--- src/hdl/afe_params.svh ---
// constants of the imaging front end control bank: addresses, field
// positions, reset values and mode figures; included by the control bank module only
//
// Overview of operation
// clearing power enable powers down; setting restores
// registers keep their values through power down
// serial port keeps working while powered down
// host: line mode, 6:1 ratio, writes 03/01
// host: fast mode, 3:1 ratio, 18 MHz
// host: fast double sampling clears adjust field
// host: max speed mode, 2:1, writes 41
// host: slow mode, even ratio 2n, n>=4
// slow latency is 16.5 plus 2 per step
// timing independent of double sampling select
// six bit addresses decode to the registers
// address then data, msb first, strobe loads
// read bit set shifts register out msb first
// write to soft reset restores all defaults
// colour select picks red, green or blue words
// broadcast writes load all three colour words
// host: fixed setup bits written as reset values
`ifndef AFE_PARAMS_SVH
`define AFE_PARAMS_SVH

`define AFE_FRAME_W     14
`define AFE_READ_BIT    4
`define AFE_NREG        12
`define AFE_SYNC_W      5

`define AFE_A_SAMPLING  6'h01
`define AFE_A_OUTPUT    6'h02
`define AFE_A_CLAMP     6'h03
`define AFE_A_SOFT_RST  6'h04
`define AFE_A_COLOUR    6'h06
`define AFE_A_SYNCDET   6'h08
`define AFE_A_OUTDLY    6'h09
`define AFE_A_OFF_R     6'h20
`define AFE_A_OFF_G     6'h21
`define AFE_A_OFF_B     6'h22
`define AFE_A_OFF_ALL   6'h23
`define AFE_A_GAIN_R    6'h28
`define AFE_A_GAIN_G    6'h29
`define AFE_A_GAIN_B    6'h2A
`define AFE_A_GAIN_ALL  6'h2B

`define AFE_IX_S1       4'h0
`define AFE_IX_S2       4'h1
`define AFE_IX_S3       4'h2
`define AFE_IX_S4       4'h3
`define AFE_IX_S5       4'h4
`define AFE_IX_S6       4'h5
`define AFE_IX_OFF_R    4'h6
`define AFE_IX_OFF_G    4'h7
`define AFE_IX_OFF_B    4'h8
`define AFE_IX_GAIN_R   4'h9
`define AFE_IX_GAIN_G   4'hA
`define AFE_IX_GAIN_B   4'hB
`define AFE_IX_NONE     4'hF

`define AFE_RST_S1      8'h03
`define AFE_RST_S2      8'h23
`define AFE_RST_S3      8'h1F
`define AFE_RST_S4      8'h05
`define AFE_RST_S5      8'h00
`define AFE_RST_S6      8'h16
`define AFE_RST_OFF     8'h80
`define AFE_RST_GAIN    8'h00

`define AFE_P_EN        0
`define AFE_P_CDS       1
`define AFE_P_GAIN_STAGE_OFFSET_SELECT     4
`define AFE_P_TWO       6
`define AFE_P_INV       2
`define AFE_P_EXTREF    3
`define AFE_P_RNG       5
`define AFE_P_LAT       6
`define AFE_P_CLV       0
`define AFE_P_RSA       4
`define AFE_P_LCE       3
`define AFE_P_COL       4
`define AFE_P_POL       4
`define AFE_P_VD        1
`define AFE_P_SDE       0
`define AFE_P_ODS       3

`define AFE_COL_GREEN   2'h1
`define AFE_COL_BLUE    2'h2

`define AFE_RATIO_LINE  8'h06
`define AFE_RATIO_FAST  8'h03
`define AFE_RATIO_MAX   8'h02
`define AFE_SLOW_MIN    8'h08
`define AFE_RATIO_SAT   8'hFF
`define AFE_LAT_BASE_H  10'h021
`define AFE_READ_BITS   4'h8

`endif

--- src/hdl/afe_pkg.sv ---
// types of the imaging front end control bank
// assumes afe_params.svh is included by the modules that use it
package afe_pkg;

    typedef enum logic [2:0]
    {
        AFE_MODE_NONE,
        AFE_MODE_LINE,
        AFE_MODE_FAST,
        AFE_MODE_MAX,
        AFE_MODE_SLOW
    } afe_mode_type;

    typedef struct packed
    {
        logic       power_en;
        logic       double_sampling_select;
        logic [1:0] gain_stage_offset_select;
        logic       two_to_one_mode_bit;
        logic       output_polarity_invert;
        logic       external_reference_select;
        logic       clamp_level_range;
        logic [1:0] output_latency_select;
        logic [3:0] clamp_level_code;
        logic [1:0] reset_sample_adjust;
        logic       level_clamp_enable;
        logic [1:0] colour_select;
        logic       sync_edge_polarity;
        logic [2:0] sync_pulse_delay;
        logic       sync_edge_detect_enable;
        logic [1:0] output_delay_select;
        logic [7:0] offset_code;
        logic [7:0] gain_code;
    } afe_cfg_type;

endpackage : afe_pkg

--- src/hdl/afe_sync_stage.sv ---
// two flip-flop synchroniser for the pins of the control bank
// assumes inputs are asynchronous to i_clk_sys
`timescale 1ns/1ps

module afe_sync_stage #(
    parameter int WIDTH = 1
) (
    // clock and reset
    input  wire logic             i_clk_sys,
    input  wire logic             i_arst_n,
    // pins in, synchronised out
    input  wire logic [WIDTH-1:0] i_async,
    output logic      [WIDTH-1:0] o_sync
);

    logic [WIDTH-1:0] meta_q;
    logic [WIDTH-1:0] sync_q;

    // the first stage feeds only the second
    always_ff @(posedge i_clk_sys or negedge i_arst_n)
    begin
        if (!i_arst_n)
        begin
            meta_q <= '0;
            sync_q <= '0;
        end
        else
        begin
            meta_q <= i_async;
            sync_q <= meta_q;
        end
    end

    assign o_sync = sync_q;

endmodule : afe_sync_stage

--- src/hdl/afe_ctrl_bank.sv ---
// serially programmed register bank of the imaging front end, with
// power control, colour word selection and mode/latency tracking
// assumes serial port, master clock and pixel sync are async pins
`timescale 1ns/1ps
`include "afe_params.svh"

module afe_ctrl_bank
    import afe_pkg::*;
(
    // clock and reset
    input  wire logic  i_clk_sys,
    input  wire logic  i_arst_n,
    // serial control port
    input  wire logic  i_serial_clock,
    input  wire logic  i_serial_data_in,
    input  wire logic  i_serial_load_strobe,
    output logic       o_serial_data_out,
    output logic       o_serial_out_active,
    // timing pins
    input  wire logic  i_master_clock,
    input  wire logic  i_pixel_sync,
    // configuration and state
    output afe_cfg_type  o_cfg,
    output logic         o_powered_down,
    output afe_mode_type o_mode,
    output logic [7:0]   o_ratio,
    output logic [9:0]   o_latency_half
);

    ////////////////////////////////////////////////////////////////////
    // pin synchronisation and edge finding

    logic [`AFE_SYNC_W-1:0] pins_s;
    logic [`AFE_SYNC_W-1:0] pins_prev_q;
    logic [`AFE_SYNC_W-1:0] pins_rise;
    logic [`AFE_SYNC_W-1:0] pins_fall;

    afe_sync_stage #(
        .WIDTH    (`AFE_SYNC_W)
    ) u_sync (
        .i_clk_sys(i_clk_sys),
        .i_arst_n (i_arst_n),
        .i_async  ({i_pixel_sync, i_master_clock, i_serial_load_strobe,
                    i_serial_data_in, i_serial_clock}),
        .o_sync   (pins_s)
    );

    always_ff @(posedge i_clk_sys or negedge i_arst_n)
    begin
        if (!i_arst_n)
            pins_prev_q <= '0;
        else
            pins_prev_q <= pins_s;
    end

    assign pins_rise = pins_s & ~pins_prev_q;
    assign pins_fall = ~pins_s & pins_prev_q;

    wire sdi_s      = pins_s[1];
    wire sck_rise   = pins_rise[0];
    wire sck_fall   = pins_fall[0];
    wire sen_rise   = pins_rise[2];
    wire mclk_rise  = pins_rise[3];
    wire psync_rise = pins_rise[4];

    ////////////////////////////////////////////////////////////////////
    // serial frame capture

    logic [`AFE_FRAME_W-1:0] shift_q;

    // never gated by power enable, so software can always wake it
    always_ff @(posedge i_clk_sys or negedge i_arst_n)
    begin
        if (!i_arst_n)
            shift_q <= '0;
        else if (sck_rise)
            shift_q <= {shift_q[`AFE_FRAME_W-2:0], sdi_s};
    end

    wire [5:0] w_addr  = shift_q[`AFE_FRAME_W-1:8];
    wire [7:0] w_data  = shift_q[7:0];
    wire [5:0] r_addr  = w_addr & ~6'h10;
    wire       wr_en   = sen_rise & ~w_addr[`AFE_READ_BIT];
    wire       rd_en   = sen_rise & w_addr[`AFE_READ_BIT];

    ////////////////////////////////////////////////////////////////////
    // address decode and register storage

    function automatic logic [3:0] reg_index(input logic [5:0] a);
        case (a)
            `AFE_A_SAMPLING: reg_index = `AFE_IX_S1;
            `AFE_A_OUTPUT:   reg_index = `AFE_IX_S2;
            `AFE_A_CLAMP:    reg_index = `AFE_IX_S3;
            `AFE_A_COLOUR:   reg_index = `AFE_IX_S4;
            `AFE_A_SYNCDET:  reg_index = `AFE_IX_S5;
            `AFE_A_OUTDLY:   reg_index = `AFE_IX_S6;
            `AFE_A_OFF_R:    reg_index = `AFE_IX_OFF_R;
            `AFE_A_OFF_G:    reg_index = `AFE_IX_OFF_G;
            `AFE_A_OFF_B:    reg_index = `AFE_IX_OFF_B;
            `AFE_A_GAIN_R:   reg_index = `AFE_IX_GAIN_R;
            `AFE_A_GAIN_G:   reg_index = `AFE_IX_GAIN_G;
            `AFE_A_GAIN_B:   reg_index = `AFE_IX_GAIN_B;
            default:         reg_index = `AFE_IX_NONE;
        endcase
    endfunction : reg_index

    localparam logic [`AFE_NREG-1:0][7:0] DEF =
    {
        `AFE_RST_GAIN, `AFE_RST_GAIN, `AFE_RST_GAIN,
        `AFE_RST_OFF,  `AFE_RST_OFF,  `AFE_RST_OFF,
        `AFE_RST_S6,   `AFE_RST_S5,   `AFE_RST_S4,
        `AFE_RST_S3,   `AFE_RST_S2,   `AFE_RST_S1
    };

    logic [`AFE_NREG-1:0][7:0] regs_q;

    wire [3:0] w_idx    = reg_index(w_addr);
    wire [3:0] r_idx    = reg_index(r_addr);
    wire       soft_rst = wr_en & (w_addr == `AFE_A_SOFT_RST);
    wire       bc_off   = wr_en & (w_addr == `AFE_A_OFF_ALL);
    wire       bc_gain  = wr_en & (w_addr == `AFE_A_GAIN_ALL);

    genvar gi;
    generate
        for (gi = 0; gi < `AFE_NREG; gi++)
        begin : g_reg
            wire is_off  = (gi >= `AFE_IX_OFF_R) && (gi <= `AFE_IX_OFF_B);
            wire is_gain = (gi >= `AFE_IX_GAIN_R) && (gi <= `AFE_IX_GAIN_B);
            wire hit     = (wr_en && (w_idx == 4'(gi)))
                         || (bc_off && is_off)
                         || (bc_gain && is_gain);

            // power enable plays no part here: contents ride through
            always_ff @(posedge i_clk_sys or negedge i_arst_n)
            begin
                if (!i_arst_n)
                    regs_q[gi] <= DEF[gi];
                else if (soft_rst)
                    regs_q[gi] <= DEF[gi];
                else if (hit)
                    regs_q[gi] <= w_data;
            end
        end
    endgenerate

    // write-only and unmapped addresses read back as zero
    wire [7:0] rd_value = (r_idx == `AFE_IX_NONE) ? 8'h00
                                                  : regs_q[r_idx];

    ////////////////////////////////////////////////////////////////////
    // read-back shifter, moved on falling serial clock

    logic [7:0] rd_shift_q;
    logic [3:0] rd_cnt_q;

    always_ff @(posedge i_clk_sys or negedge i_arst_n)
    begin
        if (!i_arst_n)
        begin
            rd_shift_q <= 8'h00;
            rd_cnt_q   <= 4'h0;
        end
        else if (rd_en)
        begin
            rd_shift_q <= rd_value;
            rd_cnt_q   <= `AFE_READ_BITS;
        end
        else if (sck_fall && (rd_cnt_q != 4'h0))
        begin
            rd_shift_q <= {rd_shift_q[6:0], 1'b0};
            rd_cnt_q   <= rd_cnt_q - 4'h1;
        end
    end

    assign o_serial_out_active = (rd_cnt_q != 4'h0);
    assign o_serial_data_out   = rd_shift_q[7];

    ////////////////////////////////////////////////////////////////////
    // configuration fields and colour word selection

    afe_cfg_type cfg_d;
    afe_cfg_type cfg_q;

    wire [1:0] col = regs_q[`AFE_IX_S4][`AFE_P_COL +: 2];
    // the reserved colour code falls back to the red words
    wire [3:0] off_ix = (col == `AFE_COL_GREEN) ? `AFE_IX_OFF_G :
                        (col == `AFE_COL_BLUE)  ? `AFE_IX_OFF_B :
                                                  `AFE_IX_OFF_R;
    wire [3:0] gain_ix = (col == `AFE_COL_GREEN) ? `AFE_IX_GAIN_G :
                         (col == `AFE_COL_BLUE)  ? `AFE_IX_GAIN_B :
                                                   `AFE_IX_GAIN_R;

    always_comb
    begin
        cfg_d.power_en                  = regs_q[0][`AFE_P_EN];
        cfg_d.double_sampling_select    = regs_q[0][`AFE_P_CDS];
        cfg_d.gain_stage_offset_select  = regs_q[0][`AFE_P_GAIN_STAGE_OFFSET_SELECT +: 2];
        cfg_d.two_to_one_mode_bit       = regs_q[0][`AFE_P_TWO];
        cfg_d.output_polarity_invert    = regs_q[1][`AFE_P_INV];
        cfg_d.external_reference_select = regs_q[1][`AFE_P_EXTREF];
        cfg_d.clamp_level_range         = regs_q[1][`AFE_P_RNG];
        cfg_d.output_latency_select     = regs_q[1][`AFE_P_LAT +: 2];
        cfg_d.clamp_level_code          = regs_q[2][`AFE_P_CLV +: 4];
        cfg_d.reset_sample_adjust       = regs_q[2][`AFE_P_RSA +: 2];
        cfg_d.level_clamp_enable        = regs_q[3][`AFE_P_LCE];
        cfg_d.colour_select             = col;
        cfg_d.sync_edge_polarity        = regs_q[4][`AFE_P_POL];
        cfg_d.sync_pulse_delay          = regs_q[4][`AFE_P_VD +: 3];
        cfg_d.sync_edge_detect_enable   = regs_q[4][`AFE_P_SDE];
        cfg_d.output_delay_select       = regs_q[5][`AFE_P_ODS +: 2];
        cfg_d.offset_code               = regs_q[off_ix];
        cfg_d.gain_code                 = regs_q[gain_ix];
    end

    always_ff @(posedge i_clk_sys or negedge i_arst_n)
    begin
        if (!i_arst_n)
            cfg_q <= '0;
        else
            cfg_q <= cfg_d;
    end

    assign o_cfg          = cfg_q;
    assign o_powered_down = ~cfg_q.power_en;

    ////////////////////////////////////////////////////////////////////
    // master clock per pixel sync ratio, mode and latency
    // limitation: a master clock faster than half i_clk_sys is not seen

    logic [7:0]   cnt_q;
    logic [7:0]   ratio_q;
    afe_mode_type mode_q;
    afe_mode_type mode_d;
    logic [9:0]   lat_q;
    logic [9:0]   lat_d;

    wire slow = (ratio_q >= `AFE_SLOW_MIN) && !ratio_q[0];

    // double sampling select is deliberately not an input here
    assign mode_d = slow                         ? AFE_MODE_SLOW :
                    (ratio_q == `AFE_RATIO_LINE) ? AFE_MODE_LINE :
                    (ratio_q == `AFE_RATIO_FAST) ? AFE_MODE_FAST :
                    (ratio_q == `AFE_RATIO_MAX)  ? AFE_MODE_MAX  :
                                                   AFE_MODE_NONE;

    // latency in half master periods: 33 + 2 * (ratio - 8)
    assign lat_d = slow ? `AFE_LAT_BASE_H
                          + {1'b0, ratio_q - `AFE_SLOW_MIN, 1'b0}
                        : 10'h000;

    always_ff @(posedge i_clk_sys or negedge i_arst_n)
    begin
        if (!i_arst_n)
        begin
            cnt_q   <= 8'h00;
            ratio_q <= 8'h00;
        end
        else if (psync_rise)
        begin
            ratio_q <= cnt_q;
            cnt_q   <= {7'h00, mclk_rise};
        end
        else if (mclk_rise && (cnt_q != `AFE_RATIO_SAT))
            cnt_q   <= cnt_q + 8'h01;
    end

    always_ff @(posedge i_clk_sys or negedge i_arst_n)
    begin
        if (!i_arst_n)
        begin
            mode_q <= AFE_MODE_NONE;
            lat_q  <= 10'h000;
        end
        else
        begin
            mode_q <= mode_d;
            lat_q  <= lat_d;
        end
    end

    assign o_mode         = mode_q;
    assign o_ratio        = ratio_q;
    assign o_latency_half = lat_q;
endmodule : afe_ctrl_bank

--- config.mk ---
export PLATFORM = sky130hd
export DESIGN_NAME = afe_ctrl_bank
export DESIGN_NICKNAME = d
export VERILOG_FILES = /design/src/hdl/afe_pkg.sv /design/src/hdl/afe_sync_stage.sv /design/src/hdl/afe_ctrl_bank.sv
export VERILOG_INCLUDE_DIRS = /design/src /design/src/hdl
export SDC_FILE = /design/constraint.sdc
export NUM_CORES = 1
export LEC_CHECK = 0
export CAP_MARGIN = 20
export CORE_MARGIN = 1
export CORE_UTILIZATION = 58
export DETAILED_ROUTE_END_ITERATION = 8
export DONT_BUFFER_PORTS = 1
export PLACE_DENSITY_LB_ADDON = 0.15
export SYNTH_ARGS = -nofsm -noshare
export SYNTH_HDL_FRONTEND = slang
export SYNTH_SLANG_ARGS = --single-unit
--- constraint.sdc ---
create_clock -name i_clk_sys -period 2.1 [get_ports i_clk_sys]
set_input_delay 0 -clock i_clk_sys [delete_from_list [all_inputs] [get_ports i_clk_sys]]
set_output_delay 0 -clock i_clk_sys [all_outputs]
set_load 0.005 [all_outputs]
==> results.sh, run 1 <==
export IMPL_outcome="finished with violations"
export IMPL_failed_checks="negative hold slack, negative setup slack"
export IMPL_cts_tree="built"
export IMPL_fin_setup_tns_ns=-8.308
export IMPL_crit_type="flop to flop"
export IMPL_worstPathArrival_ns=2.68
export IMPL_antenna_cells=0
export IMPL_syn_area_per_cell_um2=10.90
export IMPL_yosysWarnings=0
export IMPL_clockBufferDepth=3
export IMPL_skew_ns=0.01678
export IMPL_cp_cell_sequence="buf_12 > xnor2_4 > buf_6 > mux2_4 > buf_12 > mux2_2 > nand2_1 > a31oi_1 > a211o_1"
export IMPL_cap_violations=0
export IMPL_grt_use_met2=0.5509
export IMPL_cts_max_level=1
export IMPL_num_rows=47
export IMPL_slowest_stage="dfrtp_2"
export IMPL_setup_viol=82
export IMPL_vias=7847
export IMPL_final_core_util=0.7786
export IMPL_cpMostUsedCell="buf_12"
export IMPL_async_flop_share=1.000
export IMPL_rsz0062_at_grt="true"
export IMPL_met1_usage=0.4693
export IMPL_gp_congestion=0.9613
export IMPL_synth_ff_type="dfrtp_1"
export IMPL_crit_path_start_kind="flop"
export IMPL_tightestPinTransition_ns=0.5410
export IMPL_yosysSeqAreaShare=0.5245
export IMPL_antenna_found_initial=0
export IMPL_cts_hold_buf=5
export IMPL_postRouteAntennaNets=0
export IMPL_dr_first_iter_drc_count=666
export IMPL_syn_area_um2=9872
export IMPL_p_leak_nw=6.132
export IMPL_fp_coreArea_um2=16580
export IMPL_hpwl_um=20180
export IMPL_reg2regPathDepth=9
export IMPL_pwr_density_cell_nw_per_um2=1195
export IMPL_required_ns=2.48
export IMPL_drv_slew=0
export IMPL_clk_latency_ns=0.51
export IMPL_first_pass_iters=5
export IMPL_area_delta_synth_final_pct=30.80
export IMPL_intPower_mw=10.15
export IMPL_hold_class="input port to async pin"
export IMPL_hold_viol_final=206
export IMPL_root_buffer="clkbuf_16"
export IMPL_p_seq_frac=0.366
export IMPL_routed_wl_um=30050
export IMPL_detail_route_vias_per_cell=6.228
export IMPL_ys_seq_elements=206
export IMPL_fin_area_um2=12910
export IMPL_crit_buf_inv=3
export IMPL_p_total_mw=15.43
export IMPL_grt_pass1_wl_um=46280
export IMPL_switchingPower_mw=5.277
export IMPL_crit_family="multiplexers"
export IMPL_placed_area_um2=11020
export IMPL_use_met3=0.07203
export IMPL_syn_inst=906
export IMPL_worst_path_max_fanout=5
export IMPL_cts_clk_slew_worst_paths_ns=0.07
export IMPL_grt_use_total=0.3478
export IMPL_swShare=0.3421
export IMPL_synth_nets=921
export IMPL_die_area_um2=17550
export IMPL_max_freq_ghz=0.4361
export IMPL_synth_distinct_cells=66
export IMPL_layout_nets=1039
export IMPL_combPwrFrac=0.373
export IMPL_start_util=0.5953
export IMPL_fin_ws_ns=-0.1929
export IMPL_ir_drop_v=0.001248
export IMPL_maxSlewHeadroom=0.6393
export IMPL_grt_pass1_vias=8052
export IMPL_cts_made_buffers=22
export IMPL_slowest_delay_ns=0.43
export IMPL_grt_remaining_overflow=0
export IMPL_drive_gt1_frac=0.3779
export IMPL_post_route_min_period_ns=2.293
export IMPL_period_share=1.092
export IMPL_portBuffers=0
export IMPL_crit_cells=9
export IMPL_dieWidth_um=132.5
export IMPL_pwr_share_clk=0.261
export IMPL_cp_end_kind="flop"
export IMPL_grt_busiest_layer="met2"
export IMPL_grt_max_degree=207
export IMPL_cts_sinks=206
export IMPL_io_pins=73
export IMPL_post_route_drc_count=0
export IMPL_hold_ws_ns=-0.8175
export IMPL_die_y_um=132.5
export IMPL_avgRoutedWirePerCell_um=23.85
export IMPL_synth_edf_count=0
## cells in the mapped netlist, drive strengths merged, types with 7 or more instances
cell,instances,area [um2]
nor2,65,244.0
nand3,9,45.04
mux4,16,360.4
mux2i,59,590.6
buf,23,127.6
nand4,7,43.79
and2,15,96.34
nand2b,17,106.4
o22ai,10,62.56
maj3,10,100.1
a21oi,43,215.2
nor2b,11,68.82
clkbuf,40,150.1
xor2,9,78.83
nand2,123,461.7
dfstp,18,473.0
inv,23,86.33
o21ai,35,193.9
nor3,9,45.04
mux2,56,630.6
dfrtp,188,4705
a31oi,11,68.82
ha,8,100.1
## what timing repair did
action / CTS / global route
gates resized for setup: 159 / 56
endpoints found under the setup margin: 96 / 94
pin swaps: 47 / 34
endpoints found under the hold margin: 211 / 206
buffers inserted: 20 / 11
cloned: 1 / 1
## area by class of cell
type / instances / area, um2
Timing Repair Buffer: 157 / 1529
Multi-Input combinational cell: 614 / 5066
Inverter: 23 / 90.09
Clock buffer: 30 / 651.9
Fill cell: 1033 / 3671
Tap cell: 220 / 275.3
Sequential cell: 206 / 5184
Clock inverter: 10 / 116.4
## per-layer routing
layer	routed length, um	up-vias
met3	2467	65
met4	1306	0
met2	14030	379
met1	12250	3964
met5	0	-
li1	-	3439
## power groups by stage
stage	clock [mW]	sequential (mW)	combinational (mW)
after floorplan	0	5.34	2.67
after global placement	0	5.60	4.27
after detailed placement	0	5.63	4.37
after CTS	4.09	5.60	5.30
after global routing	4.24	5.73	6.05
final	4.03	5.64	5.75
## layout by cell type (no fill, tap or decap), drive strengths merged, types with 10 or more instances in the layout
cell type | synthesis | routed
mux2 | 56 | 56
nor2b | 11 | 11
a31oi | 11 | 11
dfstp | 18 | 18
clkbuf | 40 | 31
nor2 | 65 | 65
maj3 | 10 | 10
o22ai | 10 | 10
buf | 23 | 151
inv | 23 | 24
and2 | 15 | 15
a21oi | 43 | 43
mux2i | 59 | 59
nand2b | 17 | 17
dfrtp | 188 | 188
nand2 | 123 | 123
mux4 | 16 | 16
o21ai | 35 | 35
## cells by family after synthesis
group | count (synthesis) | share of synthesized area
DFF | 206 | 0.5245
buffers and inverters | 86 | 0.03688
adders and majority gates | 18 | 0.02028
AOI/OAI and AO/OA | 154 | 0.1025
other | 1 | 0.0003799
xor gates and xnor gates | 15 | 0.01331
and+or+nand+nor | 295 | 0.1420
muxes | 131 | 0.1602
## stage by stage
stage,setup slack (ns),cells
final,-0.1929,1260
after global routing,-0.2585,1260
after CTS,-0.1765,1253
after detailed placement,-0.3024,1189
after global placement,-0.3317,1189
after floorplan,-0.05713,906
## worst reg2reg max path, delay by kind of cell, from the launching register on
family          cells  cell delay [ns]
buf+inv             3             0.45
simple gates        1             0.09
compound gates      2             0.35
flops               1             0.43
xor+xnor            1             0.19
mux                 2             0.66
## sequential cells by signal, summed over array words and instances (netlist names)
register / count
regs_q: 70
o_cfg: 42
cfg_d: 26
shift_q: 14
o_latency_half: 10
cnt_q: 8
o_ratio: 8
rd_shift_q: 8
u_sync.meta_q: 5
u_sync.o_sync: 5
pins_prev_q: 4
rd_cnt_q: 4
o_mode: 2
## path summary, 6_finish.rpt
kind	slack, ns	endpoint	startpoint
min in group i_clk_sys	0.05	u_sync.meta_q[0]	i_serial_clock
max in group asynchronous	2.52	cfg_d[17]	i_arst_n
max reg2reg	-0.19	rd_shift_q[6]	shift_q[8]
max	-0.19	rd_shift_q[6]	shift_q[8]
min reg2reg	0.36	u_sync.o_sync[4]	u_sync.meta_q[4]
min	-0.82	u_sync.o_sync[0]	i_arst_n
No activity file was read; power rests on OpenSTA's default activity.
==> run 2: changes to the inputs <==
- SYNTH_HIERARCHICAL: default -> 1
==> run 2 against run 1 <==
Net effect: the flow still finishes with violations (negative hold slack, negative setup slack); via count increased by 5.3%; design area rose by 4.2%; clock power decreased by 6.2%; clock skew increased by 0.0032 ns; synthesized cell count rose by 3.9%; highest routed layer is now met5.
==> results.sh, run 2 <==
export IMPL_syn_inst=941
export IMPL_crit_path_start_kind="flop"
export IMPL_layout_nets=1081
export IMPL_antenna_cells=0
export IMPL_ys_seq_elements=206
export IMPL_avgRoutedWirePerCell_um=24.84
export IMPL_clockBufferDepth=3
export IMPL_fin_area_um2=13450
export IMPL_dieWidth_um=135.8
export IMPL_first_pass_iters=6
export IMPL_worst_path_max_fanout=5
export IMPL_swShare=0.3974
export IMPL_synth_nets=956
export IMPL_yosysWarnings=6
export IMPL_maxSlewHeadroom=0.6014
export IMPL_routed_wl_um=32460
export IMPL_gp_congestion=0.9717
export IMPL_final_fill_count=1115
export IMPL_rsz0062_at_grt="true"
export IMPL_start_util=0.5962
export IMPL_worstPathArrival_ns=2.77
export IMPL_io_pins=73
export IMPL_crit_type="flop to flop"
export IMPL_drive_gt1_frac=0.3808
export IMPL_grt_pass1_wl_um=48600
export IMPL_period_share=1.139
export IMPL_cts_sinks=206
export IMPL_cts_hold_buf=5
export IMPL_synth_area_leaders="dfrtp_1, mux2_2, mux2i_1"
export IMPL_worstSetupStartpoint="shift_q[13]"
export IMPL_fin_ws_ns=-0.2911
export IMPL_largest_reg_flops=70
export IMPL_post_route_drc_count=0
export IMPL_yosys_top_cells_count="dfrtp_1, nor2_1, mux2i_1"
export IMPL_multi_input_area_um2=5459
export IMPL_cts_made_buffers=22
export IMPL_clk_latency_ns=0.51
export IMPL_ir_drop_v=0.001024
export IMPL_outcome="finished with violations"
export IMPL_antenna_found_initial=1
export IMPL_p_leak_nw=6.062
export IMPL_portBuffers=0
export IMPL_root_buffer="clkbuf_16"
export IMPL_reg2regPathDepth=9
export IMPL_die_area_um2=18440
export IMPL_drv_slew=0
export IMPL_synth_edf_count=0
export IMPL_synth_top_cell_area_share=0.4531
export IMPL_layout_common_cells="dfrtp_1, buf_4, nor2_1"
export IMPL_pwr_density_cell_nw_per_um2=1623
export IMPL_required_ns=2.48
export IMPL_top_register="regs_q"
export IMPL_fp_coreArea_um2=17420
export IMPL_syn_area_per_cell_um2=11.03
export IMPL_reg2reg_to="rd_shift_q[7]"
export IMPL_hold_ws_ns=-0.8175
export IMPL_combPwrFrac=0.517
export IMPL_hold_class="input port to async pin"
export IMPL_final_core_util=0.7723
export IMPL_hold_viol_final=206
export IMPL_tightestPinTransition_ns=0.5978
export IMPL_synth_ff_type="dfrtp_1"
export IMPL_syn_area_um2=10380
export IMPL_final_common_cell="dfrtp_1"
export IMPL_grt_max_degree=207
export IMPL_cap_violations=0
export IMPL_cts_tree="built"
export IMPL_placed_area_um2=11560
export IMPL_area_delta_synth_final_pct=29.53
export IMPL_async_flop_share=1.000
export IMPL_cp_end_kind="flop"
export IMPL_setup_viol=97
export IMPL_switchingPower_mw=8.676
export IMPL_hpwl_um=22060
export IMPL_pwr_share_clk=0.173
export IMPL_yosysSeqAreaShare=0.4986
export IMPL_grt_use_total=0.3556
export IMPL_post_route_min_period_ns=2.391
export IMPL_cts_max_level=1
export IMPL_skew_ns=0.01999
export IMPL_cts_clk_slew_worst_paths_ns=0.07
export IMPL_synth_top_area_cell="dfrtp_1"
export IMPL_worstSetupEndpoint="rd_shift_q[7]"
export IMPL_synth_distinct_cells=76
export IMPL_die_y_um=135.8
export IMPL_max_freq_ghz=0.4182
export IMPL_num_rows=48
export IMPL_rrSetupSlack_ns=-0.29
export IMPL_grt_pass1_vias=8383
export IMPL_r2r_start="shift_q[13]"
export IMPL_seq_area_um2=5184
export IMPL_p_total_mw=21.83
export IMPL_intPower_mw=13.16
export IMPL_p_seq_frac=0.310
export IMPL_synth_most_common_cell="dfrtp_1"
export IMPL_postRouteAntennaNets=0
export IMPL_failed_checks="negative hold slack, negative setup slack"
export IMPL_grt_remaining_overflow=0
export IMPL_vias=8260
export IMPL_dr_first_iter_drc_count=702
export IMPL_detail_route_vias_per_cell=6.320
run 2: changes by cell type after synthesis, moves of 6 or more:
cell / previous run / this run
o21ai_0: 29 / 40
nand2_1: 123 / 67
mux2i_1: 59 / 74
nor2_1: 65 / 84
mux2_2: 56 / 70
o2111ai_1: 0 / 6
nor2b_1: 11 / 19
nand2b_1: 17 / 29
run 2: worst min path at each step:
stage                        end  slack (ns)
2_1_floorplan          cfg_d[16]       -0.30
3_3_place_gp   o_latency_half[4]       -0.29
3_5_place_dp   o_latency_half[9]       -0.29
4_1_cts               o_ratio[7]       -0.82
5_1_grt               o_ratio[4]       -0.83
6_report       o_latency_half[8]       -0.82
run 2: logic make-up (layout without fill, tap and decap cells):
kind of cell / after synthesis / count (layout) / synth area share
simple gates: 274 / 274 / 0.1374
flops: 206 / 206 / 0.4986
compound gates: 171 / 171 / 0.1097
mux: 161 / 161 / 0.1833
buf+inv: 94 / 235 / 0.03711
fa+ha+maj: 19 / 19 / 0.02024
xor+xnor: 15 / 15 / 0.01338
other cells: 1 / 1 / 0.0003611
run 2: area by class of cell:
type | instances | share of cell area
inverters | 24 | 0.006698
clock inverters | 6 | 0.004093
repair buffers | 171 | 0.1289
multi-input cells | 641 | 0.4059
well taps | 225 | 0.02093
clock buffers | 34 | 0.04809
flip-flops and latches | 206 | 0.3854
run 2: layer usage:
layer | vias up | GRT usage | wire (um)
li1 | 3582 | - | -
met1 | 4219 | 0.4709 | 13090
met2 | 374 | 0.5859 | 15760
met3 | 83 | 0.06061 | 2373
met4 | 2 | 0.1311 | 1224
met5 | - | 0 | 13
run 2: through the flow:
| stage | setup TNS [ns] | std cells | setup slack [ns] |
|---|---|---|---|
| 3_3_place_gp | -17.48 | 1224 | -0.4115 |
| 2_1_floorplan | -2.591 | 941 | -0.1165 |
| 4_1_cts | -13.36 | 1289 | -0.2720 |
| 6_report | -14.47 | 1307 | -0.2911 |
| 5_1_grt | -20.26 | 1307 | -0.3493 |
| 3_5_place_dp | -20.37 | 1224 | -0.4351 |
run 2: power groups by stage:
stage	clock network, mW	registers (mW)	logic [mW]
final	3.78	6.76	11.3
after global routing	3.99	6.88	11.9
after CTS	3.80	6.67	10.4
after detailed placement	0	6.67	9.03
after global placement	0	6.60	8.81
after floorplan	0	5.98	5.75
run 2: timing repair:
action | CTS | global route
pin swaps | 30 | 35
cloned | 0 | 4
setup endpoints to repair | 104 | 106
resized for setup | 108 | 91
endpoints found under the hold margin | 211 | 206
setup buffers | 23 | 19
run 2: worst max-delay path, stage by stage (launching register included):
cell,delay [ns]
dfrtp_2,0.44
buf_12,0.15
xnor2_4,0.25
mux2i_4,0.30
buf_12,0.15
buf_12,0.12
buf_8,0.12
mux2i_4,0.24
o22ai_2,0.13
a221o_1,0.34
